==> src/core/hpc_pkg.sv <==
// constants and types shared by the host port control logic
// assumes a single system clock; all pin inputs arrive asynchronously
`default_nettype none
package hpc_pkg;
  // synchronised control pin bit positions
  localparam int CTL_CS = 5;
  localparam int CTL_RD = 4;
  localparam int CTL_WR = 3;
  localparam int CTL_BTS = 2;
  localparam int CTL_SEL = 1;
  localparam int CTL_RSTN = 0;
  localparam int CTL_W = 6;
  // reset value of the control synchroniser: strobes, select and reset idle high
  localparam logic [CTL_W-1:0] CTL_IDLE = 6'h39;
  localparam logic [7:0] DATA_RST = 8'h00;
  localparam logic [7:0] OE_ALL = 8'hFF;
  localparam logic [7:0] OE_MISO = 8'h01;
  localparam logic [7:0] OE_NONE = 8'h00;
  // serial pin positions on the data bus
  localparam int SPI_SCLK_BIT = 2;
  localparam int SPI_MOSI_BIT = 1;
  localparam int SPI_MISO_BIT = 0;

  typedef enum logic [2:0] {
    HPC_IDLE = 3'b001,
    HPC_READ = 3'b010,
    HPC_WRITE = 3'b100
  } hpc_state_t;
endpackage
`default_nettype wire

==> src/core/hpc_top.sv <==
// host port control: strobe decode, serial pin routing, interrupt tree, reset
// assumes the register file sits on clk_sys_i and returns read data combinationally
`default_nettype none

module hpc_top
  import hpc_pkg::*;
#(
  parameter int ADDR_W = 10,
  parameter int FR_W = 8,
  parameter int LI_W = 8,
  parameter int BE_W = 8
) (
  input wire logic clk_sys_i,
  input wire logic rst_i,
  input wire logic chip_select_n_i,
  input wire logic read_strobe_n_i,
  input wire logic write_strobe_n_i,
  input wire logic bus_timing_select_i,
  input wire logic serial_port_select_i,
  input wire logic chip_reset_n_i,
  input wire logic [ADDR_W-1:0] addr_i,
  input wire logic [7:0] data_in_i,
  input wire logic [7:0] rd_data_i,
  input wire logic spi_miso_i,
  input wire logic [FR_W-1:0] framer_evt_i,
  input wire logic [LI_W-1:0] line_interface_evt_i,
  input wire logic [BE_W-1:0] bit_error_tester_evt_i,
  input wire logic [FR_W-1:0] framer_ack_i,
  input wire logic [LI_W-1:0] line_interface_ack_i,
  input wire logic [BE_W-1:0] bit_error_tester_ack_i,
  input wire logic [FR_W-1:0] framer_mask_i,
  input wire logic [LI_W-1:0] line_interface_mask_i,
  input wire logic [BE_W-1:0] bit_error_tester_mask_i,
  input wire logic global_int_en_i,
  input wire logic framer_int_en_i,
  input wire logic line_interface_int_en_i,
  input wire logic bit_error_tester_int_en_i,
  output logic [7:0] data_out_o,
  output logic [7:0] data_oe_o,
  output logic interrupt_out_n_o,
  output logic interrupt_oe_o,
  output logic wr_en_o,
  output logic [ADDR_W-1:0] wr_addr_o,
  output logic [7:0] wr_data_o,
  output logic rd_en_o,
  output logic [ADDR_W-1:0] rd_addr_o,
  output logic serial_mode_o,
  output logic spi_sclk_o,
  output logic spi_mosi_o,
  output logic core_reset_o
);
  localparam int EV_W = FR_W + LI_W + BE_W;

  ////////////////////////////////////////////////////////////////////////////
  // pin synchronisers; stage one is read only by stage two
  logic [CTL_W-1:0] ctl_s1_r, ctl_s2_r;
  logic [ADDR_W-1:0] addr_s1_r, addr_s2_r;
  logic [7:0] data_s1_r, data_s2_r;

  always_ff @(posedge clk_sys_i) begin
    if (rst_i) begin
      ctl_s1_r <= CTL_IDLE;
      ctl_s2_r <= CTL_IDLE;
      addr_s1_r <= '0;
      addr_s2_r <= '0;
      data_s1_r <= DATA_RST;
      data_s2_r <= DATA_RST;
    end else begin
      ctl_s1_r <= {chip_select_n_i, read_strobe_n_i, write_strobe_n_i,
                   bus_timing_select_i, serial_port_select_i, chip_reset_n_i};
      ctl_s2_r <= ctl_s1_r;
      addr_s1_r <= addr_i;
      addr_s2_r <= addr_s1_r;
      data_s1_r <= data_in_i;
      data_s2_r <= data_s1_r;
    end
  end

  logic cs_n_s, rd_pin_s, wr_pin_s, bts_s, sel_s, dev_rst;
  assign cs_n_s = ctl_s2_r[CTL_CS];
  assign rd_pin_s = ctl_s2_r[CTL_RD];
  assign wr_pin_s = ctl_s2_r[CTL_WR];
  assign bts_s = ctl_s2_r[CTL_BTS];
  assign sel_s = ctl_s2_r[CTL_SEL];
  // chip reset pin and system reset both clear the device
  assign dev_rst = rst_i | ~ctl_s2_r[CTL_RSTN];

  ////////////////////////////////////////////////////////////////////////////
  // strobe decode: the pin meaning flips with the timing select
  logic strobe_n, rd_cond, wr_low;
  always_comb begin
    if (bts_s) begin
      strobe_n = rd_pin_s;
      rd_cond = ~rd_pin_s & wr_pin_s & ~cs_n_s;
      wr_low = ~rd_pin_s & ~wr_pin_s & ~cs_n_s;
    end else begin
      strobe_n = wr_pin_s;
      rd_cond = ~rd_pin_s & ~cs_n_s;
      wr_low = ~wr_pin_s & ~cs_n_s;
    end
  end

  ////////////////////////////////////////////////////////////////////////////
  // access state machine and bus drive
  hpc_state_t st_r, st_nxt;
  logic [7:0] hold_r, hold_nxt, dout_r, dout_nxt, doe_r, doe_nxt, wdat_r, wdat_nxt;
  logic wen_r, wen_nxt, ren_r, ren_nxt;
  logic [ADDR_W-1:0] waddr_r, waddr_nxt, raddr_r, raddr_nxt;
  logic mode_r, sclk_r, mosi_r;

  always_comb begin
    st_nxt = st_r;
    hold_nxt = hold_r;
    wdat_nxt = wdat_r;
    waddr_nxt = waddr_r;
    raddr_nxt = raddr_r;
    wen_nxt = 1'b0;
    ren_nxt = 1'b0;
    dout_nxt = dout_r;
    doe_nxt = OE_NONE;
    if (sel_s) begin
      // serial mode: parallel machine parked, only the data-out bit driven
      st_nxt = HPC_IDLE;
      dout_nxt = {7'h00, spi_miso_i};
      doe_nxt = cs_n_s ? OE_NONE : OE_MISO;
    end else begin
      case (st_r)
        HPC_IDLE: begin
          if (rd_cond) begin
            st_nxt = HPC_READ;
            raddr_nxt = addr_s2_r;
          end else if (wr_low) begin
            st_nxt = HPC_WRITE;
            hold_nxt = data_s2_r;
            waddr_nxt = addr_s2_r;
          end
        end
        HPC_READ: begin
          // drive only while strobe and select stay low
          if (rd_cond) begin
            ren_nxt = 1'b1;
            dout_nxt = rd_data_i;
            doe_nxt = OE_ALL;
          end else begin
            st_nxt = HPC_IDLE;
          end
        end
        HPC_WRITE: begin
          if (!strobe_n) begin
            hold_nxt = data_s2_r; // last data seen before the rising edge
            waddr_nxt = addr_s2_r;
          end else begin
            st_nxt = HPC_IDLE;
            // a rise with select already high is no access
            wen_nxt = ~cs_n_s;
            wdat_nxt = hold_r;
          end
        end
        default: st_nxt = HPC_IDLE;
      endcase
    end
  end

  always_ff @(posedge clk_sys_i) begin
    if (dev_rst) begin
      st_r <= HPC_IDLE;
      hold_r <= DATA_RST;
      wdat_r <= DATA_RST;
      waddr_r <= '0;
      raddr_r <= '0;
      wen_r <= 1'b0;
      ren_r <= 1'b0;
      dout_r <= DATA_RST;
      doe_r <= OE_NONE;
      mode_r <= 1'b0;
      sclk_r <= 1'b0;
      mosi_r <= 1'b0;
    end else begin
      st_r <= st_nxt;
      hold_r <= hold_nxt;
      wdat_r <= wdat_nxt;
      waddr_r <= waddr_nxt;
      raddr_r <= raddr_nxt;
      wen_r <= wen_nxt;
      ren_r <= ren_nxt;
      dout_r <= dout_nxt;
      doe_r <= doe_nxt;
      mode_r <= sel_s;
      sclk_r <= sel_s & data_s2_r[SPI_SCLK_BIT];
      mosi_r <= sel_s & data_s2_r[SPI_MOSI_BIT];
    end
  end

  ////////////////////////////////////////////////////////////////////////////
  // interrupt tree; a new event in the ack cycle wins over the ack
  logic [EV_W-1:0] pend_r, pend_nxt, evt_all, ack_all, msk_all;
  logic int_r, int_nxt, fr_hit, li_hit, be_hit, any_hit;

  function automatic logic lvl_hit(input logic [EV_W-1:0] p, input logic [EV_W-1:0] m,
                                   input int lo, input int w);
    logic r;
    r = 1'b0;
    for (int i = 0; i < EV_W; i++) begin
      if (i >= lo && i < lo + w) r = r | (p[i] & ~m[i]);
    end
    return r;
  endfunction

  assign evt_all = {bit_error_tester_evt_i, line_interface_evt_i, framer_evt_i};
  assign ack_all = {bit_error_tester_ack_i, line_interface_ack_i, framer_ack_i};
  assign msk_all = {bit_error_tester_mask_i, line_interface_mask_i, framer_mask_i};

  always_comb begin
    pend_nxt = (pend_r & ~ack_all) | evt_all;
    fr_hit = framer_int_en_i & lvl_hit(pend_r, msk_all, 0, FR_W);
    li_hit = line_interface_int_en_i & lvl_hit(pend_r, msk_all, FR_W, LI_W);
    be_hit = bit_error_tester_int_en_i & lvl_hit(pend_r, msk_all, FR_W + LI_W, BE_W);
    any_hit = global_int_en_i & (fr_hit | li_hit | be_hit);
    int_nxt = any_hit;
  end

  always_ff @(posedge clk_sys_i) begin
    if (dev_rst) begin
      pend_r <= '0;
      int_r <= 1'b0;
    end else begin
      pend_r <= pend_nxt;
      int_r <= int_nxt;
    end
  end

  logic crst_r;
  always_ff @(posedge clk_sys_i) begin
    crst_r <= dev_rst;
  end

  // open-drain: value always low, enable carries the level
  assign interrupt_out_n_o = 1'b0;
  assign interrupt_oe_o = int_r;
  assign data_out_o = dout_r;
  assign data_oe_o = doe_r;
  assign wr_en_o = wen_r;
  assign wr_addr_o = waddr_r;
  assign wr_data_o = wdat_r;
  assign rd_en_o = ren_r;
  assign rd_addr_o = raddr_r;
  assign serial_mode_o = mode_r;
  assign spi_sclk_o = sclk_r;
  assign spi_mosi_o = mosi_r;
  assign core_reset_o = crst_r;

  ////////////////////////////////////////////////////////////////////////////
  // checks
  wr_pulse_a: assert property (@(posedge clk_sys_i) disable iff (dev_rst)
    wen_r |=> !wen_r) else $error("write pulse longer than one cycle");
  wr_qual_a: assert property (@(posedge clk_sys_i) disable iff (dev_rst)
    wen_r |-> !$past(cs_n_s) && !$past(sel_s)) else $error("write without select");
  mode_sel_a: assert property (@(posedge clk_sys_i) disable iff (dev_rst)
    sel_s |=> mode_r && doe_r[7:1] == 7'h00) else $error("serial mode not taken");
  int_set_a: assert property (@(posedge clk_sys_i) disable iff (dev_rst)
    any_hit |=> interrupt_oe_o) else $error("interrupt not asserted");
  int_release_a: assert property (@(posedge clk_sys_i) disable iff (dev_rst)
    (pend_r == '0) |=> !interrupt_oe_o) else $error("interrupt held with none pending");
  glob_mask_a: assert property (@(posedge clk_sys_i) disable iff (dev_rst)
    !global_int_en_i |=> !interrupt_oe_o) else $error("global mask ignored");
  read_go_a: assert property (@(posedge clk_sys_i) disable iff (dev_rst)
    (st_r == HPC_IDLE && rd_cond && !sel_s) |=> st_r == HPC_READ)
    else $error("read not entered");
  read_drv_a: assert property (@(posedge clk_sys_i) disable iff (dev_rst)
    (st_r == HPC_READ && rd_cond && !sel_s) |=> data_oe_o == OE_ALL)
    else $error("read data not driven");
  cs_float_a: assert property (@(posedge clk_sys_i) disable iff (dev_rst)
    cs_n_s |=> data_oe_o == OE_NONE) else $error("bus driven with select high");
  spi_clk_a: assert property (@(posedge clk_sys_i) disable iff (dev_rst)
    sel_s |=> spi_sclk_o == $past(data_s2_r[SPI_SCLK_BIT])) else $error("serial clock lost");
  rst_clear_a: assert property (@(posedge clk_sys_i) disable iff (rst_i)
    dev_rst |=> !interrupt_oe_o && !wen_r && core_reset_o)
    else $error("reset left state");
endmodule
`default_nettype wire

==> config.mk <==
export PLATFORM = sky130hd
export DESIGN_NAME = hpc_top
export DESIGN_NICKNAME = d
export VERILOG_FILES = /design/src/core/hpc_pkg.sv /design/src/core/hpc_top.sv
export SDC_FILE = /design/constraint.sdc
export NUM_CORES = 1
export LEC_CHECK = 0
export ABC_AREA = 1
export BUFFER_PORTS_ARGS = -buffer_cell sky130_fd_sc_hd__buf_2
export CAP_MARGIN = 20
export CORE_MARGIN = 5
export CORE_UTILIZATION = 50
export CTS_CLUSTER_SIZE = 10
export DETAILED_ROUTE_END_ITERATION = 10
export PLACE_DENSITY_LB_ADDON = 0.2
export SLEW_MARGIN = 20
export SYNTH_ARGS = -nofsm -noshare
export SYNTH_HDL_FRONTEND = slang
export SYNTH_SLANG_ARGS = --single-unit
==> constraint.sdc <==
create_clock -name clk_sys_i -period 1.6 [get_ports clk_sys_i]
set_clock_uncertainty 0.05 [all_clocks]
set_input_delay 0.32 -clock clk_sys_i [delete_from_list [all_inputs] [get_ports clk_sys_i]]
set_output_delay 0.32 -clock clk_sys_i [all_outputs]
set_load 0.02 [all_outputs]
==> results of run 1 <==
layer usage:
metal  share of wire (%)  wire length [µm]  GRT usage, %
met3                 7.6               887          5.58
met1                  42              4930          24.0
met4                 2.4               285          8.21
met5                   0                 0             0
met2                  48              5610          37.1
final cells by class:
class | instances | area (µm²)
clock buffers | 18 | 418
clock inverters | 14 | 183
fillers | 674 | 2440
inverters | 125 | 469
multi-input cells | 343 | 1610
flip-flops and latches | 127 | 2540
well taps | 129 | 161
repair buffers | 226 | 1460
flip-flops by register name, indices dropped and copies added, names as in the netlist, 3 cells and up:
name,flops
st_r,3
data_out_o,8
hold_r,8
ctl_s1_r,6
pend_r,24
addr_s2_r,10
ctl_s2_r,6
data_s2_r,8
wr_data_o,8
wr_addr_o,10
addr_s1_r,10
rd_addr_o,10
data_s1_r,8
cells in the final DEF, fill, tap and decap left out, types with 5 or more instances in the layout:
master,count
inv_1,117
a21oi_1,26
nor2_4,5
o21ai_0,28
nor2_1,162
or2_2,8
nor2_2,12
nand3_1,12
inv_2,7
clkbuf_16,16
nand3_2,14
dfxtp_1,127
buf_4,10
dlygate4sd3_1,52
buf_2,161
nand2_1,64
clkinv_4,5
worst min-delay path by stage:
| stage | start | to | slack [ns] | cells after the start |
|---|---|---|---|---|
| 6_report | framer_evt_i[5] | pend_r[5] | 0.007 | 3 |
| 5_1_grt | data_in_i[2] | data_s1_r[2] | 0.03 | 3 |
| 4_1_cts | framer_evt_i[5] | pend_r[5] | 0.008 | 3 |
| 3_5_place_dp | ctl_s1_r[2] | ctl_s2_r[2] | 0.34 | 2 |
| 3_3_place_gp | ctl_s1_r[0] | ctl_s2_r[0] | 0.34 | 1 |
| 2_1_floorplan | addr_s1_r[0] | addr_s2_r[0] | 0.34 | 2 |
report_power, final:
group | internal, mW | switching [mW]
logic | 0.411 | 0.442
clock network | 2.40 | 1.42
registers | 3.31 | 0.0693
total | 6.12 | 1.93
logic make-up (layout without fill, tap and decap cells):
group / Yosys count / in the layout / synth area share (%)
other: 1 / 1 / 0.0787
AND/OR/NAND/NOR: 284 / 284 / 27.1
AO/OA/AOI/OAI: 58 / 58 / 6.44
buffers and inverters: 149 / 383 / 13.0
flip-flops: 127 / 127 / 53.4
what timing repair did:
item                                   CTS  global route
pin swaps                                1             1
hold buffers                            52             0
endpoints found under the hold margin   52             0
gates resized for setup                  0             1
setup buffers                            2             1
setup endpoints to repair                1             9
==> results.json, run 1 <==
{
  "syn_area_per_cell_um2": 7.70,
  "post-place-ws_ns": 0.0387,
  "finalSetupTns_ns": 0,
  "utilization_pct": 73.7,
  "synth_warnings": 0,
  "async_flop_share_pct": 0,
  "cts_tree": "built",
  "overflow": 0,
  "dp_cells": 895,
  "endpoint": "data_oe_o[7]",
  "wl_per_cell_um": 11.9,
  "hold_violations": 0,
  "ir_worst_vdd_v": 0.000987,
  "stdcell_count": 982,
  "total_power_mw": 8.05,
  "rsz0062_at_grt": "false",
  "yosysTopAreaCell": "dfxtp_1",
  "place_area_um2": 5680,
  "crit_arrival_ns": 1.11,
  "syn_inst": 619,
  "max-cap-violations": 0,
  "max_freq_ghz": 0.677,
  "firstDrtPassIters": 4,
  "slew_viol_final": 0,
  "drt-initial-drc-count": 243,
  "worstPathBufferInverterCount": 1,
  "worstPathCellList": "buf_2",
  "reg2reg_slack_ns": 0.18,
  "reg2reg_from": "ctl_s2_r[3]",
  "grt_use_total_pct": 21.0,
  "hpwl_um": 7870,
  "timing.final.crit_share_pct": 92.3,
  "synth_top_cell_area_share_pct": 53.4,
  "synth_cell_type_count": 27,
  "worstPathMaxFanout": 8,
  "cp.depth": 1,
  "nets": 951,
  "htreeDepth": 4,
  "routed_via_density": 4.36,
  "ys_seq_area_share_pct": 53.4,
  "hold_ws_ns": 0.00725,
  "r2r-end": "wr_addr_o[2]",
  "fin_ws_ns": 0.123,
  "antenna_found_initial": 0,
  "die_h_um": 108,
  "syn_area_um2": 4760,
  "portBuffers": 161,
  "ys_ff_latch": 127,
  "dieArea_um2": 11600,
  "yosysMostFrequentCell": "nor2_1",
  "die_w_um": 108,
  "path_class": "reg -> out",
  "synth_fp_nets": 730,
  "fin_area_um2": 6840,
  "drive_gt1_share_pct": 30.4,
  "cellPowerDensity_nw_per_um2": 1180,
  "via_count": 4281,
  "path_delay_family": "flip-flops",
  "netlist_top_cells_count": "162 x nor2_1, 127 x dfxtp_1, 117 x inv_1, 64 x nand2_1, 28 x o21ai_0",
  "cts.clk_slew.worst_paths_ns": 0.06,
  "grt_pass1_wl_um": 19500,
  "start_util_pct": 51.3,
  "slowest_stage": "dfxtp_1",
  "crit_start": "data_oe_o[6]",
  "ant_nets": 0,
  "period_minus_slack_ns": 1.48,
  "n_antenna_cell": 0,
  "pin_count": 163,
  "clock_latency_ns": 0.51,
  "cts-buffers-inserted": 17,
  "core_area_um2": 9280,
  "clkSinkCount": 127,
  "max_stage_delay_ns": 0.40,
  "min_path_type": "in -> reg",
  "drt-total-wl_um": 11700,
  "syn_to_final_growth_pct": 43.6,
  "synth_flop_cell": "dfxtp_1",
  "grt_max_degree": 27,
  "root_buffer": "clkbuf_8",
  "cp-end-kind": "output port",
  "gp_congestion": 0.870,
  "setup_viol_count_final": 0,
  "grt_pass1_vias": 4349,
  "synth.area.top_cells": "dfxtp_1 53%, nor2_1 13%, inv_1 9.2%",
  "outcome": "completed",
  "cp_data_required_time_ns": 1.23,
  "num_rows": 35,
  "cp-start-kind": "flip-flop",
  "power_leakage_nw": 3.60,
  "drc_errors": 0,
  "synth-edff-count": 0,
  "cts_buffer_depth": 2,
  "r2r_cells": 7
}
Power figures use the tool's default switching activity.
==> inputs of run 2 (changes only) <==
--- a/config.mk
+++ b/config.mk
@@ -9,7 +9,7 @@
 export BUFFER_PORTS_ARGS = -buffer_cell sky130_fd_sc_hd__buf_2
 export CAP_MARGIN = 20
 export CORE_MARGIN = 5
-export CORE_UTILIZATION = 50
+export CORE_UTILIZATION = 53
 export CTS_CLUSTER_SIZE = 10
 export DETAILED_ROUTE_END_ITERATION = 10
 export PLACE_DENSITY_LB_ADDON = 0.2
==> constraint.sdc (replaced) <==
create_clock -name clk_sys_i -period 1.8 [get_ports clk_sys_i]
set_clock_uncertainty 0.05 [all_clocks]
set_input_delay 0.36 -clock clk_sys_i [delete_from_list [all_inputs] [get_ports clk_sys_i]]
set_output_delay 0.36 -clock clk_sys_i [all_outputs]
set_load 0.02 [all_outputs]
==> results.json, run 2 (synthesis results as in run 1) <==
{
  "worstPathCellList": "buf_2",
  "n_antenna_cell": 0,
  "crit_arrival_ns": 1.14,
  "hpwl_um": 7830,
  "cts-buffers-inserted": 17,
  "core_area_um2": 8720,
  "clock_latency_ns": 0.50,
  "layout.cells.most_common_list": "162 x nor2_1, 161 x buf_2, 127 x dfxtp_1",
  "outcome": "completed",
  "met2_length_um": 5490,
  "cts.clk_slew.worst_paths_ns": 0.06,
  "timing.final.crit_share_pct": 85.9,
  "routed_via_density": 4.44,
  "min_path_type": "in -> reg",
  "drt-total-wl_um": 11000,
  "num_rows": 34,
  "max_stage_delay_ns": 0.43,
  "worstPathBufferInverterCount": 1,
  "dr_wl_met3_um": 811,
  "drive_gt1_share_pct": 30.9,
  "grt_use_total_pct": 20.7,
  "hold_start": "addr_i[1]",
  "antenna_found_initial": 0,
  "hold_violations": 0,
  "nets": 920,
  "die_w_um": 105,
  "slew_viol_final": 0,
  "ir_worst_vdd_v": 0.000695,
  "cts_tree": "built",
  "layout_commonest_cell": "nor2_1",
  "pin_count": 163,
  "crit_start": "data_oe_o[6]",
  "period_minus_slack_ns": 1.55,
  "worstPathMaxFanout": 8,
  "htreeDepth": 4,
  "portBuffers": 161,
  "die_h_um": 105,
  "path_class": "reg -> out",
  "finalSetupTns_ns": 0,
  "topRoutingLayerUsed": "met4",
  "grt_pass1_wl_um": 18800,
  "cp_data_required_time_ns": 1.39,
  "post-cts-setup-buffers": 0,
  "dieArea_um2": 11000,
  "gp_congestion": 0.905,
  "drt-initial-drc-count": 205,
  "start_util_pct": 54.6,
  "path_delay_family": "flip-flops",
  "largest_register_ffs": 24,
  "syn_to_final_growth_pct": 37.0,
  "grt_max_degree": 49,
  "cp-end-kind": "output port",
  "reg2reg_from": "ctl_s2_r[3]",
  "cellPowerDensity_nw_per_um2": 1110,
  "ant_nets": 0,
  "regMostFlops": "pend_r",
  "cts_resized": 0,
  "grt_pass1_vias": 4163,
  "power_leakage_nw": 3.48,
  "wl_met1_um": 4550,
  "via_count": 4127,
  "firstDrtPassIters": 7,
  "root_buffer": "clkbuf_8",
  "overflow": 0,
  "setup_viol_count_final": 0,
  "slowest_stage": "dfxtp_1",
  "rsz0062_at_grt": "false",
  "cp-start-kind": "flip-flop",
  "max-cap-violations": 0,
  "clkSinkCount": 127,
  "drc_errors": 0,
  "hold_ws_ns": 0.0157,
  "max_freq_ghz": 0.647,
  "wl_per_cell_um": 11.8,
  "cts_buffer_depth": 2
}
## run 2: where the power goes
group          switching [mW]  internal (mW)
logic                   0.373          0.306
registers              0.0586           2.94
clock network            1.26           2.31
## run 2: cell type report
type / instances / area [µm²]
Inverter: 125 / 469
Fill cell: 638 / 2200
Tap cell: 108 / 135
Multi-Input combinational cell: 343 / 1600
Timing Repair Buffer: 195 / 1140
Clock buffer: 18 / 428
Sequential cell: 127 / 2540
Clock inverter: 14 / 206
## run 2: stage by stage
step	utilization [%]	cells	setup WS (ns)	instance area, µm²	power, mW
after floorplan	-	619	0.488	4760	3.47
after global placement	64.4	871	0.389	5620	3.68
after detailed placement	64.4	871	0.307	5620	3.70
after CTS	74.8	930	0.224	6520	7.32
after global routing	74.8	930	0.166	6520	7.57
final	74.8	930	0.254	6520	7.25
## run 2: repair_timing
| item | 4_1_cts | 5_1_grt |
|---|---|---|
| endpoints found under the setup margin | 0 | 0 |
| endpoints found under the hold margin | 27 | 0 |
| hold buffers | 27 | 0 |
## run 2: layer usage
layer  up-vias  global-route usage [%]
li1       2203                       -
met5         -                       0
met4         0                    4.93
met2       128                    35.9
met3         9                    7.77
met1      1787                    24.3
## run 2: final timing paths
check,endpoint,slack (ns),cells past startpoint
worst max-delay path,data_oe_o[3],0.25,1
worst min-delay path,addr_s1_r[1],0.02,3
worst max register to register,wr_data_o[0],0.31,7
worst min register to register,addr_s2_r[5],0.35,2
==> inputs of run 3 (changes only) <==
--- a/config.mk
+++ b/config.mk
@@ -8,6 +8,7 @@
 export ABC_AREA = 1
 export BUFFER_PORTS_ARGS = -buffer_cell sky130_fd_sc_hd__buf_2
 export CAP_MARGIN = 20
+export CORE_ASPECT_RATIO = 0.9
 export CORE_MARGIN = 5
 export CORE_UTILIZATION = 53
 export CTS_CLUSTER_SIZE = 10
==> results.json, run 3 (synthesis results as in run 1) <==
{
  "routed_via_density": 4.38,
  "post-place-ws_ns": 0.250,
  "layout.cells.most_common_list": "162 x nor2_1, 161 x buf_2, 127 x dfxtp_1",
  "cts-buffers-inserted": 17,
  "root_buffer": "clkbuf_8",
  "crit_arrival_ns": 1.92,
  "antenna_found_initial": 0,
  "cp-start-kind": "flip-flop",
  "grt_use_total_pct": 20.1,
  "rsz0062_at_grt": "false",
  "worstPathBufferInverterCount": 1,
  "drc_errors": 0,
  "num_rows": 32,
  "die_w_um": 110,
  "grt_pass1_vias": 3974,
  "core_area_um2": 8690,
  "period_minus_slack_ns": 1.58,
  "cp_data_required_time_ns": 2.14,
  "slowest_stage": "dfxtp_1",
  "utilization_pct": 73.8,
  "pin_count": 163,
  "via_count": 4081,
  "clock_latency_ns": 0.50,
  "r2r-end": "data_out_o[3]",
  "nets": 910,
  "num-fill-cells": 671,
  "cp_common_cell": "nor2_1",
  "hpwl_um": 7840,
  "regArea_um2": 2540,
  "worst_slew_pin_slew_ns": 0.528,
  "die_h_um": 99.9,
  "outcome": "completed",
  "drt-total-wl_um": 10800,
  "cellPowerDensity_nw_per_um2": 1110,
  "finalSetupTns_ns": 0,
  "htreeDepth": 4,
  "dp_cells": 883,
  "path_delay_family": "simple AND/OR/NAND/NOR gates",
  "grt_max_degree": 28,
  "layout_commonest_cell": "nor2_1",
  "grt_pass1_wl_um": 17500,
  "worstPathCellList": "nor2_1, o21ai_0, nor2_2, inv_1, nor2_1, nor2_1",
  "reg2reg_from": "ctl_s2_r[5]",
  "clkSinkCount": 127,
  "gp_congestion": 0.815,
  "firstDrtPassIters": 5,
  "wl_per_cell_um": 11.6,
  "slew_viol_final": 0,
  "min_path_type": "in -> reg",
  "ant_nets": 0,
  "stdcell_count": 931,
  "power_leakage_nw": 3.43,
  "portBuffers": 161,
  "multiInputGateArea_um2": 1600,
  "setup_viol_count_final": 0,
  "cp.depth": 6,
  "max_stage_delay_ns": 0.36,
  "drt-initial-drc-count": 221,
  "fin_ws_ns": 0.217,
  "drive_gt1_share_pct": 31.4,
  "n_antenna_cell": 0,
  "total_power_mw": 7.13,
  "worstPathMaxFanout": 11,
  "ir_worst_vdd_v": 0.000769,
  "max-cap-violations": 0,
  "cts.clk_slew.worst_paths_ns": 0.06,
  "path_class": "reg -> reg",
  "maxSlewHeadroom_pct": 64.7,
  "cp-end-kind": "flip-flop",
  "post-cts-setup-buffers": 0,
  "cts_tree": "built",
  "overflow": 0,
  "max_freq_ghz": 0.632,
  "r2r_cells": 6,
  "regMostFlops": "pend_r",
  "start_util_pct": 54.8,
  "cts_buffer_depth": 2,
  "syn_to_final_growth_pct": 34.6,
  "dieArea_um2": 11000,
  "reg2reg_slack_ns": 0.22,
  "hold_violations": 0,
  "crit_start": "ctl_s2_r[5]",
  "timing.final.crit_share_pct": 87.9,
  "endpoint": "data_out_o[3]",
  "largest_register_ffs": 24
}
## run 3: cell types whose count changed in the layout (fill, tap and decap cells not counted)
cell / before / now
clkinv_2: 0 / 1
dlygate4sd3_1: 27 / 16
buf_12: 1 / 0
clkinv_4: 6 / 1
clkinvlp_4: 1 / 3
clkbuf_8: 2 / 5
bufinv_16: 4 / 3
buf_4: 6 / 8
## run 3: what timing repair did
action                                 in CTS  in global routing
resized for setup                           0                  0
endpoints found under the hold margin      16                  0
hold buffers                               16                  0
## run 3: metrics by stage
stage	hold WS (ns)	area (µm²)
3_5_place_dp	0.343	5630
6_report	0.0172	6410
4_1_cts	0.000122	6410
2_1_floorplan	0.338	4760
3_3_place_gp	0.341	5630
5_1_grt	0.00228	6410
## run 3: where the power goes
group	switching [mW]	internal (mW)	total (mW)
clock	1.20	2.27	3.47
sequential	0.0606	2.95	3.01
combinational	0.371	0.286	0.657
## run 3: worst min-delay path: stages
cell and delay (ns):
buf_2 0.07, inv_1 0.03, nor2_1 0.07
## run 3: worst min path at each step
stage / start / cells past startpoint / to / slack (ns)
floorplan: addr_s1_r[0] / 2 / addr_s2_r[0] / 0.34
global placement: addr_s1_r[7] / 2 / addr_s2_r[7] / 0.34
detailed placement: addr_s1_r[7] / 2 / addr_s2_r[7] / 0.34
finish: addr_i[5] / 3 / addr_s1_r[5] / 0.02
global route: data_in_i[4] / 3 / data_s1_r[4] / 0.002
CTS: addr_i[5] / 3 / addr_s1_r[5] / 0.0001
## run 3: layout make-up
cell class	instances	share of cell area, %
Inverter	125	7.32
Clock inverter	11	2.38
Timing Repair Buffer	185	16.0
Clock buffer	21	7.32
Sequential cell	127	39.7
Multi-Input combinational cell	343	25.0
Tap cell	119	2.32
## run 3: layer usage
| layer | wire, µm | global-route usage, % |
|---|---|---|
| met1 | 4400 | 22.3 |
| met5 | 0 | 0 |
| met4 | 144 | 6.81 |
| met2 | 5290 | 35.9 |
| met3 | 957 | 6.37 |
